===== src/hw/motion_pkg.sv =====
// shared constants and types for the motion command link
package motion_pkg;
   // device clock and timing
   localparam int unsigned CLK_HZ = 200_000_000;
   localparam int unsigned SEC_MS = 1000;
   localparam int unsigned TIMEOUT_MS = 2500;
   localparam int unsigned SEC_CYCLES_DEF = CLK_HZ / 1000 * SEC_MS;
   localparam int unsigned TIMEOUT_CYCLES_DEF = CLK_HZ / 1000 * TIMEOUT_MS;
   // command bytes
   localparam logic [7:0] CMD_RD_DUAL = 8'h75;
   localparam logic [7:0] CMD_WR_DUAL = 8'h55;
   localparam logic [7:0] CMD_RD_SINGLE = 8'h76;
   localparam logic [7:0] CMD_WR_SINGLE = 8'h56;
   localparam logic [7:0] CMD_RESET = 8'h58;
   localparam logic [7:0] CMD_RD_SLEEP = 8'h79;
   localparam logic [7:0] CMD_WR_SLEEP = 8'h59;
   localparam logic [7:0] CMD_SLEEP = 8'h5a;
   localparam logic [7:0] CMD_RD_MOTION = 8'h61;
   // reply and argument characters
   localparam logic [7:0] CH_Y = 8'h59;
   localparam logic [7:0] CH_N = 8'h4e;
   localparam logic [7:0] CH_A = 8'h41;
   localparam logic [7:0] CH_M = 8'h4d;
   localparam logic [7:0] CH_PLUS = 8'h2b;
   localparam logic [7:0] CH_MINUS = 8'h2d;
   localparam logic [7:0] CH_0 = 8'h30;
   localparam logic [7:0] CH_1 = 8'h31;
   localparam logic [7:0] CH_ACK = 8'h06;
   localparam logic [7:0] CH_NACK = 8'h15;
   localparam logic [1:0] CONFIRM_LAST = 2'h3;
   localparam logic [1:0] ASCII_LAST = 2'h2;
   localparam logic [7:0] SLEEP_TIME_RST = 8'h00;
   // host register map, byte addresses
   localparam logic [3:0] REG_TX = 4'h0;
   localparam logic [3:0] REG_RX = 4'h4;
   localparam logic [3:0] REG_STAT = 4'h8;
   localparam int RX_VALID_BIT = 8;
   localparam int STAT_VALID_BIT = 0;
   localparam int STAT_OVR_BIT = 1;
   // device command state, gray along idle-arg-confirm-sleep
   typedef enum logic [1:0] {
      st_idle = 2'b00,
      st_arg = 2'b01,
      st_confirm = 2'b11,
      st_sleep = 2'b10
   } cmd_state_e;
   typedef enum logic [1:0] {
      dir_off = 2'b00,
      dir_plus = 2'b01,
      dir_minus = 2'b10
   } dir_sel_e;
endpackage


===== src/hw/motion_link.sv =====
// byte link between host controller and motion device
`timescale 1ns/1ps
interface motion_link;
   logic h2d_valid;
   logic [7:0] h2d_data;
   logic d2h_valid;
   logic [7:0] d2h_data;
   modport dev (input h2d_valid, input h2d_data, output d2h_valid, output d2h_data);
   modport host (output h2d_valid, output h2d_data, input d2h_valid, input d2h_data);
endinterface


===== src/hw/motion_dev.sv =====
// device end: command interpreter for direction, reset and sleep commands
//
// The address map and the Avalon-MM interface to the registers were left to the implementer.
`timescale 1ns/1ps
// Notes on behaviour
// - 0x75 returns dual setting, N or Y
// - 0x55 plus Y/N sets dual mode
// - dual mode replies carry plus or minus
// - 0x76 returns single setting A, plus, minus
// - 0x56 plus character sets single direction
// - single mode reports only chosen direction
// - single mode keeps plain reply format
// - 0x58 acks, then expects digits 1234
// - good reset confirm acks, restores defaults
// - bad digit or timeout nacks, keeps state
// - lower y returns sleep seconds
// - upper Y plus value stores sleep seconds
// - zero sleep time disables sleep timer
// - 0x5a acks, confirm 1234, ack, sleep
// - bad sleep confirm nacks, stays awake
// - wake on timer, pin edge, character
// - unsolicited mode reports awake motion events, merging those seen while a report is pending
// - ascii mode numbers are three digits
module motion_dev
   import motion_pkg::*;
#(
   parameter int unsigned SEC_CYCLES = SEC_CYCLES_DEF,
   parameter int unsigned TIMEOUT_CYCLES = TIMEOUT_CYCLES_DEF
) (
   input wire logic ref_clk,
   input wire logic rst,
   motion_link.dev link,
   input wire logic motion_evt,
   input wire logic motion_dir_plus,
   input wire logic unsol_en,
   input wire logic ascii_mode,
   input wire logic sleep_wake_pin,
   output logic sleeping,
   output logic motion_flag
);
   cmd_state_e st_r, st_nxt;
   dir_sel_e single_r, single_nxt;
   logic [7:0] cmd_r, cmd_nxt, acc_r, acc_nxt, stime_r, stime_nxt, left_r, left_nxt;
   logic [1:0] idx_r, idx_nxt, tx_len_r;
   logic dual_r, dual_nxt, seen_r, seen_nxt, plus_r, plus_nxt, pend_r, pend_nxt;
   logic [31:0] to_r, to_nxt, sec_r;
   logic [23:0] tx_buf_r, ld_buf;
   logic [1:0] ld_len;
   logic ld, pin_q_r, out_valid_r, sleeping_r;
   logic [7:0] out_data_r;

   // three decimal characters of a byte, most significant first
   function automatic logic [23:0] dec3(input logic [7:0] v);
      logic [7:0] h, t, u;
      h = v / 8'd100;
      t = (v / 8'd10) % 8'd10;
      u = v % 8'd10;
      return {CH_0 + h, CH_0 + t, CH_0 + u};
   endfunction

   // received byte decode
   wire rx = link.h2d_valid;
   wire [7:0] rxd = link.h2d_data;
   wire [7:0] digit = rxd - CH_0;
   wire sec_tick = (sec_r == SEC_CYCLES - 1);
   wire timeout = (to_r == TIMEOUT_CYCLES - 1);
   wire pin_edge = (sleep_wake_pin != pin_q_r);
   wire idle_tx = (tx_len_r == 2'd0);
   // number reply, one byte or three characters
   wire [23:0] num_buf = ascii_mode ? dec3(stime_r) : {stime_r, 16'h0};
   wire [1:0] num_len = ascii_mode ? 2'd3 : 2'd1;
   // in single mode a motion event counts only in the chosen direction
   wire dir_ok = dual_r || single_r == dir_off || (single_r == dir_plus && motion_dir_plus)
      || (single_r == dir_minus && !motion_dir_plus);
   wire qual = motion_evt && dir_ok && st_r != st_sleep;
   // status reply and unsolicited report characters
   wire [7:0] dir_ch = plus_r ? CH_PLUS : CH_MINUS;
   wire [7:0] stat_ch = !seen_r ? CH_N : (dual_r ? dir_ch : CH_Y);
   wire [7:0] unsol_ch = dual_r ? dir_ch : CH_M;
   wire [7:0] single_ch = single_r == dir_plus ? CH_PLUS : (single_r == dir_minus ? CH_MINUS : CH_A);
   wire timer_done = stime_r != 8'h00 && sec_tick && left_r == 8'h01;

   // command sequencing, settings and reply loading
   always_comb begin
      st_nxt = st_r;
      cmd_nxt = cmd_r;
      idx_nxt = idx_r;
      acc_nxt = acc_r;
      dual_nxt = dual_r;
      single_nxt = single_r;
      stime_nxt = stime_r;
      left_nxt = left_r;
      seen_nxt = seen_r;
      plus_nxt = plus_r;
      pend_nxt = pend_r;
      ld = 1'b0;
      ld_len = 2'd1; // every reply but a number is one byte
      ld_buf = 24'h0;
      // waiting states time out unless bytes keep coming
      to_nxt = (rx || !(st_r == st_arg || st_r == st_confirm)) ? 32'h0 : to_r + 32'h1;
      unique case (st_r)
         st_idle: begin
            if (rx) begin
               case (rxd)
                  CMD_RD_DUAL: begin
                     ld = 1'b1;
                     ld_buf = {dual_r ? CH_Y : CH_N, 16'h0};
                  end
                  CMD_RD_SINGLE: begin
                     ld = 1'b1;
                     ld_buf = {single_ch, 16'h0};
                  end
                  CMD_RD_SLEEP: begin
                     ld = 1'b1;
                     ld_len = num_len;
                     ld_buf = num_buf;
                  end
                  CMD_RD_MOTION: begin
                     ld = 1'b1;
                     ld_buf = {stat_ch, 16'h0};
                     seen_nxt = 1'b0;
                  end
                  CMD_WR_DUAL, CMD_WR_SINGLE, CMD_WR_SLEEP: begin
                     st_nxt = st_arg;
                     cmd_nxt = rxd;
                     idx_nxt = 2'd0;
                     acc_nxt = 8'h00;
                  end
                  CMD_RESET, CMD_SLEEP: begin
                     ld = 1'b1;
                     ld_buf = {CH_ACK, 16'h0};
                     st_nxt = st_confirm;
                     cmd_nxt = rxd;
                     idx_nxt = 2'd0;
                  end
                  default: ;
               endcase
            end
         end
         st_arg: begin
            if (timeout || rx) st_nxt = st_idle;
            if (rx && !timeout) begin
               if (cmd_r == CMD_WR_DUAL) begin
                  if (rxd == CH_Y) dual_nxt = 1'b1;
                  else if (rxd == CH_N) dual_nxt = 1'b0;
               end else if (cmd_r == CMD_WR_SINGLE) begin
                  if (rxd == CH_A) single_nxt = dir_off;
                  else if (rxd == CH_PLUS) single_nxt = dir_plus;
                  else if (rxd == CH_MINUS) single_nxt = dir_minus;
               end else if (ascii_mode) begin
                  // wraps modulo 256 if the host sends more than 255
                  acc_nxt = 8'(acc_r * 8'd10 + digit);
                  idx_nxt = idx_r + 2'd1;
                  if (idx_r == ASCII_LAST) stime_nxt = acc_nxt;
                  else st_nxt = st_arg;
               end else begin
                  stime_nxt = rxd;
               end
            end
         end
         st_confirm: begin
            if (timeout || (rx && rxd != CH_1 + {6'h0, idx_r})) begin
               ld = 1'b1;
               ld_buf = {CH_NACK, 16'h0};
               st_nxt = st_idle;
            end else if (rx && idx_r != CONFIRM_LAST) begin
               idx_nxt = idx_r + 2'd1;
            end else if (rx) begin
               ld = 1'b1;
               ld_buf = {CH_ACK, 16'h0};
               if (cmd_r == CMD_RESET) begin
                  st_nxt = st_idle;
                  dual_nxt = 1'b0;
                  single_nxt = dir_off;
                  stime_nxt = SLEEP_TIME_RST;
                  seen_nxt = 1'b0;
                  plus_nxt = 1'b0;
                  pend_nxt = 1'b0;
               end else begin
                  st_nxt = st_sleep;
                  left_nxt = stime_r;
               end
            end
         end
         st_sleep: begin
            // the waking character is dropped, not decoded
            if (rx || pin_edge || timer_done) begin
               st_nxt = st_idle;
            end else if (sec_tick && left_r != 8'h00) begin
               left_nxt = left_r - 8'h01;
            end
         end
      endcase
      // unsolicited report waits for a quiet transmitter
      if (pend_r && !ld && idle_tx) begin
         ld = 1'b1;
         ld_buf = {unsol_ch, 16'h0};
         pend_nxt = 1'b0;
      end
      // a new event beats a clear in the same cycle
      if (qual) begin
         seen_nxt = 1'b1;
         plus_nxt = motion_dir_plus;
         if (unsol_en) pend_nxt = 1'b1;
      end
   end

   // state registers
   always_ff @(posedge ref_clk) begin
      if (rst) begin
         st_r <= st_idle;
         cmd_r <= 8'h00;
         idx_r <= 2'd0;
         acc_r <= 8'h00;
         dual_r <= 1'b0;
         single_r <= dir_off;
         stime_r <= SLEEP_TIME_RST;
         left_r <= 8'h00;
         to_r <= 32'h0;
         seen_r <= 1'b0;
         plus_r <= 1'b0;
         pend_r <= 1'b0;
         sleeping_r <= 1'b0;
      end else begin
         st_r <= st_nxt;
         cmd_r <= cmd_nxt;
         idx_r <= idx_nxt;
         acc_r <= acc_nxt;
         dual_r <= dual_nxt;
         single_r <= single_nxt;
         stime_r <= stime_nxt;
         left_r <= left_nxt;
         to_r <= to_nxt;
         seen_r <= seen_nxt;
         plus_r <= plus_nxt;
         pend_r <= pend_nxt;
         sleeping_r <= (st_nxt == st_sleep);
      end
   end

   // seconds divider, free running so the first second may be short
   always_ff @(posedge ref_clk) begin
      if (rst || sec_tick) sec_r <= 32'h0;
      else sec_r <= sec_r + 32'h1;
   end

   // reply shifter, one byte per cycle, newest load wins
   always_ff @(posedge ref_clk) begin
      // no reset, so the pin level after reset never reads as an edge
      pin_q_r <= sleep_wake_pin;
      if (rst) begin
         tx_len_r <= 2'd0;
         tx_buf_r <= 24'h0;
         out_valid_r <= 1'b0;
         out_data_r <= 8'h00;
      end else begin
         out_valid_r <= !idle_tx;
         out_data_r <= idle_tx ? 8'h00 : tx_buf_r[23:16];
         if (ld) begin
            tx_len_r <= ld_len;
            tx_buf_r <= ld_buf;
         end else if (!idle_tx) begin
            tx_len_r <= tx_len_r - 2'd1;
            tx_buf_r <= {tx_buf_r[15:0], 8'h00};
         end
      end
   end

   assign link.d2h_valid = out_valid_r;
   assign link.d2h_data = out_data_r;
   assign sleeping = sleeping_r;
   assign motion_flag = seen_r;
endmodule


===== src/flat_wrapper.sv =====
// flat-port wrapper written by rule: the top's interface ports become plain ports
module motion_dev_flat import motion_pkg::*;
#(
   parameter int unsigned SEC_CYCLES = SEC_CYCLES_DEF,
   parameter int unsigned TIMEOUT_CYCLES = TIMEOUT_CYCLES_DEF
)
  (ref_clk, rst, motion_evt, motion_dir_plus, unsol_en, ascii_mode, sleep_wake_pin, sleeping, motion_flag, link_h2d_valid, link_h2d_data, link_d2h_valid, link_d2h_data);
  motion_link link_i ();
  input wire logic ref_clk;
  input wire logic rst;
  input wire logic motion_evt;
  input wire logic motion_dir_plus;
  input wire logic unsol_en;
  input wire logic ascii_mode;
  input wire logic sleep_wake_pin;
  output logic sleeping;
  output logic motion_flag;
  input wire logic [$bits(link_i.h2d_valid)-1:0] link_h2d_valid;
  input wire logic [$bits(link_i.h2d_data)-1:0] link_h2d_data;
  output wire logic [$bits(link_i.d2h_valid)-1:0] link_d2h_valid;
  output wire logic [$bits(link_i.d2h_data)-1:0] link_d2h_data;
  assign link_i.h2d_valid = link_h2d_valid;
  assign link_i.h2d_data = link_h2d_data;
  assign link_d2h_valid = link_i.d2h_valid;
  assign link_d2h_data = link_i.d2h_data;
  motion_dev #(.SEC_CYCLES(SEC_CYCLES), .TIMEOUT_CYCLES(TIMEOUT_CYCLES)) u_core (.ref_clk(ref_clk), .rst(rst), .link(link_i), .motion_evt(motion_evt), .motion_dir_plus(motion_dir_plus), .unsol_en(unsol_en), .ascii_mode(ascii_mode), .sleep_wake_pin(sleep_wake_pin), .sleeping(sleeping), .motion_flag(motion_flag));
endmodule

===== config.mk =====
export PLATFORM = sky130hd
export DESIGN_NAME = motion_dev_flat
export DESIGN_NICKNAME = d
export VERILOG_FILES = /design/src/hw/motion_pkg.sv /design/src/hw/motion_link.sv /design/src/hw/motion_dev.sv /design/src/flat_wrapper.sv
export SDC_FILE = /design/constraint.sdc
export NUM_CORES = 1
export LEC_CHECK = 0
export BUFFER_PORTS_ARGS = -buffer_cell sky130_fd_sc_hd__buf_4
export CAP_MARGIN = 20
export CORE_ASPECT_RATIO = 2
export CORE_MARGIN = 10
export CORE_UTILIZATION = 60
export CTS_BUF_LIST = sky130_fd_sc_hd__clkbuf_4
export DETAILED_ROUTE_END_ITERATION = 10
export GPL_TIMING_DRIVEN = 0
export PLACE_DENSITY_LB_ADDON = 0.15
export SYNTH_ARGS = -nofsm -noshare
export SYNTH_HDL_FRONTEND = slang
export SYNTH_SLANG_ARGS = --single-unit

===== constraint.sdc =====
create_clock -name ref_clk -period 8.6 [get_ports ref_clk]
set_input_delay 0 -clock ref_clk [delete_from_list [all_inputs] [get_ports ref_clk]]
set_output_delay 0 -clock ref_clk [all_outputs]
set_load 0.005 [all_outputs]

==> flow_summary.toml <==
[run_status]
status = "finished, violations left"
failed_checks = "design-rule violations"

[drt]
wl_um = 23000
vias = 7782
antenna_left = 0
via_per_inst = 6.12
drt_first_pass_iters = 11
wl_per_cell_um = 18.1
drtIter0Drc = 490
drc_errors = 2

[synthesis]
synthesis.area_sq_um = 8280
synth-main-ff-cell = "dfxtp_1"
async_flop_share = 0
ys_warn_count = 0
yosysUniqueCellTypes = 76
synth_area_per_cell_sq_um = 7.93
ys_ff_latch = 142
syn_inst = 1044
synth_edf_count = 0
seq_area_frac_synth = 0.343

[pwr]
power_switching_mw = 0.474
peakVddDrop_mv = 0.0918
switching_share = 0.333
power.density_nw_per_um2 = 157
power_leakage_nw = 3.36
fin_total_pwr_mw = 1.42
p_comb_frac = 0.187
p_int_mw = 0.951
p_clk_frac = 0.312
seqPwrFrac = 0.500

[sta]
final_hold_viol_count = 0
fmax_mhz = 203
setup_tns_ns = 0
fin_crit_sh = 0.572
max_slew_margin = 0.303
setup_viol = 0
rsz0062_at_grt = "no"
finalClockSkew_ns = 0.0208
min_period_ns = 4.92
max_slew.worst_pin.slew_ns = 1.04
drv_slew = 0

[worst_setup_path]
crit_end = "u_core.tx_buf_r[13]$_SDFFE_PP0P_"
cp_slowest_cell = "nor3_1"
critPathRequiredTime_ns = 9.11
r2r-end = "u_core.tx_buf_r[13]$_SDFFE_PP0P_"
r2r-start = "u_core.stime_r[6]$_SDFFE_PP0P_"
critical_path_arrival_ns = 5.42
path_common_cell = "ha_1"
critPathCaptureType = "flip-flop"
worstSetupStartpoint = "u_core.stime_r[6]$_SDFFE_PP0P_"
critPathMaxStageDelay_ns = 0.55
cp_max_fo = 10
r2r_setup_slack_ns = 3.68
critPathKind = "flip-flop to flip-flop"
worstSetupStartpointType = "flip-flop"
path_cells = "buf_2 > clkbuf_1 > nand2b_1 > a311oi_1 > nor3_1 > ha_1 > nand2_1 > a211oi_1 > and4_4 > or2_1 > buf_6 > xnor2_1 > inv_1 > ha_1 > o21a_1 > nor3_1 > xor2_1 > ha_1 > o211ai_1 > o21ai_0 > nor2_1"
ff2ff_path_depth = 21

[clock_network]
cts_sinks = 142
cts_hold_buf = 14
cts_tree = "yes"
cts_setup_buffers = 0
cts_buffers = 17
h-tree-depth = 4
insertion_delay_ns = 0.56
path_clk_slew_ns = 0.15
root_buffer = "clkbuf_4"
ctsResizeCount = 0
clk_path_buf_depth = 2

[hold_path]
min_path_cells = 4
worstHoldPathType = "input pin to flip-flop"

[placed_design]
port_buffers = 24
hpwl_um = 17500
gp_congestion = 0.985

[grt]
gr-total-overflow = 0
antenna_found_initial = 1
grt_pass1_wl_um = 37700
grt_max_degree = 17
grt_pass1_vias = 7767
globalRouteTotalUtil = 0.250

[floorplan]
io_pins = 27
start_util = 0.613
coreArea_sq_um = 13500
die-area_sq_um = 19200
num_rows = 60
die_y_um = 186
die-width_um = 103

[finish]
mostFrequentLayoutCells = "dfxtp_1 (142), nor2_1 (132), nand2_1 (103)"
drive_above_1_share = 0.0735
nNetsFinal = 1158
area_growth_pct = 9.71
mostFrequentLayoutCell = "dfxtp_1"

[flow_run]
drv_cap = 0
-- worst max-delay path, delay by kind of cell, from the launching register on --
kind	cells	cell delay (ns)
simple gates	7	1.53
buf+inv	4	0.95
compound gates	5	0.82
fa+ha+maj	3	0.80
flops	1	0.43
xor+xnor	2	0.34
-- cell usage after synthesis, types with 4 or more instances --
master	count	area, sq um
or2_2	4	25.0
nor3_1	23	115
or3_1	23	144
nand3b_1	6	45.0
o211ai_1	9	67.6
dfxtp_1	142	2840
a22oi_1	15	113
nor2b_1	13	81.3
buf_2	11	55.1
nand4_1	22	138
o31ai_1	8	60.1
a211oi_1	12	90.1
a31oi_1	4	25.0
nand4b_1	4	35.0
inv_1	52	195
nand2_1	103	387
nor4b_1	8	70.1
clkbuf_1	43	161
nor2_1	132	495
o21ai_1	4	20.0
mux2i_1	14	140
xnor2_1	39	342
o22ai_1	8	50.1
o21a_1	5	37.5
xor2_1	43	377
nand3_1	33	165
and2_1	18	113
a311oi_1	5	43.8
nand2b_1	8	50.1
nor3b_1	7	52.6
ha_1	38	475
nor4_1	8	50.1
a21o_1	9	67.6
a21oi_1	56	280
o21ai_0	41	205
and3_1	11	68.8
a32oi_1	5	43.8
-- worst min path at each step --
stage                   startpoint                         to  slack [ns]
floorplan           sleep_wake_pin     u_core.pin_q_r$_DFF_P_        0.03
global placement    sleep_wake_pin     u_core.pin_q_r$_DFF_P_        0.12
detailed placement  sleep_wake_pin     u_core.pin_q_r$_DFF_P_        0.12
CTS                 link_h2d_valid  u_core.st_r[0]$_SDFF_PP0_        0.03
global route        link_h2d_valid  u_core.st_r[0]$_SDFF_PP0_        0.06
finish              link_h2d_valid  u_core.st_r[0]$_SDFF_PP0_        0.07
-- cell type report --
class	instances	area (sq um)
repair buffers	38	320
flip-flops and latches	142	2840
multi-input cells	793	5010
inverters	53	199
plain buffers	57	239
diodes	1	2.50
fillers	1223	4430
clock inverters	14	149
well taps	155	194
clock buffers	18	135
-- kinds of logic (layout without fill, tap and decap cells) --
group | Yosys count | after routing | synth area share
compound gates | 210 | 210 | 0.168
xor+xnor | 82 | 82 | 0.0867
fa+ha+maj | 41 | 41 | 0.0634
buf+inv | 110 | 180 | 0.0529
flops | 142 | 142 | 0.343
mux | 17 | 17 | 0.0210
other cells | 1 | 3 | 0.000453
simple gates | 441 | 441 | 0.265
-- through the flow --
stage	std cells	setup slack (ns)	instance area, sq um	hold slack [ns]	utilization
4_1_cts	1270	3.82	9080	0.0301	0.672
3_5_place_dp	1224	3.87	8660	0.123	0.641
6_report	1271	3.68	9090	0.0664	0.673
2_1_floorplan	1045	4.73	8290	0.0277	-
3_3_place_gp	1224	3.92	8660	0.122	0.641
5_1_grt	1271	3.50	9090	0.0567	0.673
-- sequential cells by signal, indices dropped and copies added, names as in the netlist, 2 cells and up --
name,count
u_core.single_r,2
u_core.sec_r,32
u_core.stime_r,8
u_core.link.d2h_data,8
u_core.tx_buf_r,24
u_core.tx_len_r,2
u_core.st_r,2
u_core.cmd_r,8
u_core.idx_r,2
u_core.left_r,8
u_core.to_r,32
u_core.acc_r,7
-- layer usage --
layer / routed length (um) / GRT usage / part of all wire
met1: 7970 / 0.231 / 0.35
met2: 12600 / 0.474 / 0.55
met3: 862 / 0.0447 / 0.037
met4: 1550 / 0.164 / 0.067
met5: 0 / 0 / 0
-- power groups by stage --
| stage | clock, mW | sequential (mW) | combinational [mW] |
|---|---|---|---|
| 6_report | 0.445 | 0.713 | 0.267 |
| 5_1_grt | 0.477 | 0.718 | 0.297 |
| 4_1_cts | 0.451 | 0.712 | 0.263 |
| 3_5_place_dp | 0 | 0.727 | 0.256 |
| 3_3_place_gp | 0 | 0.726 | 0.253 |
| 2_1_floorplan | 0 | 0.723 | 0.177 |
Note: power is estimated with default switching activity, not from simulation.
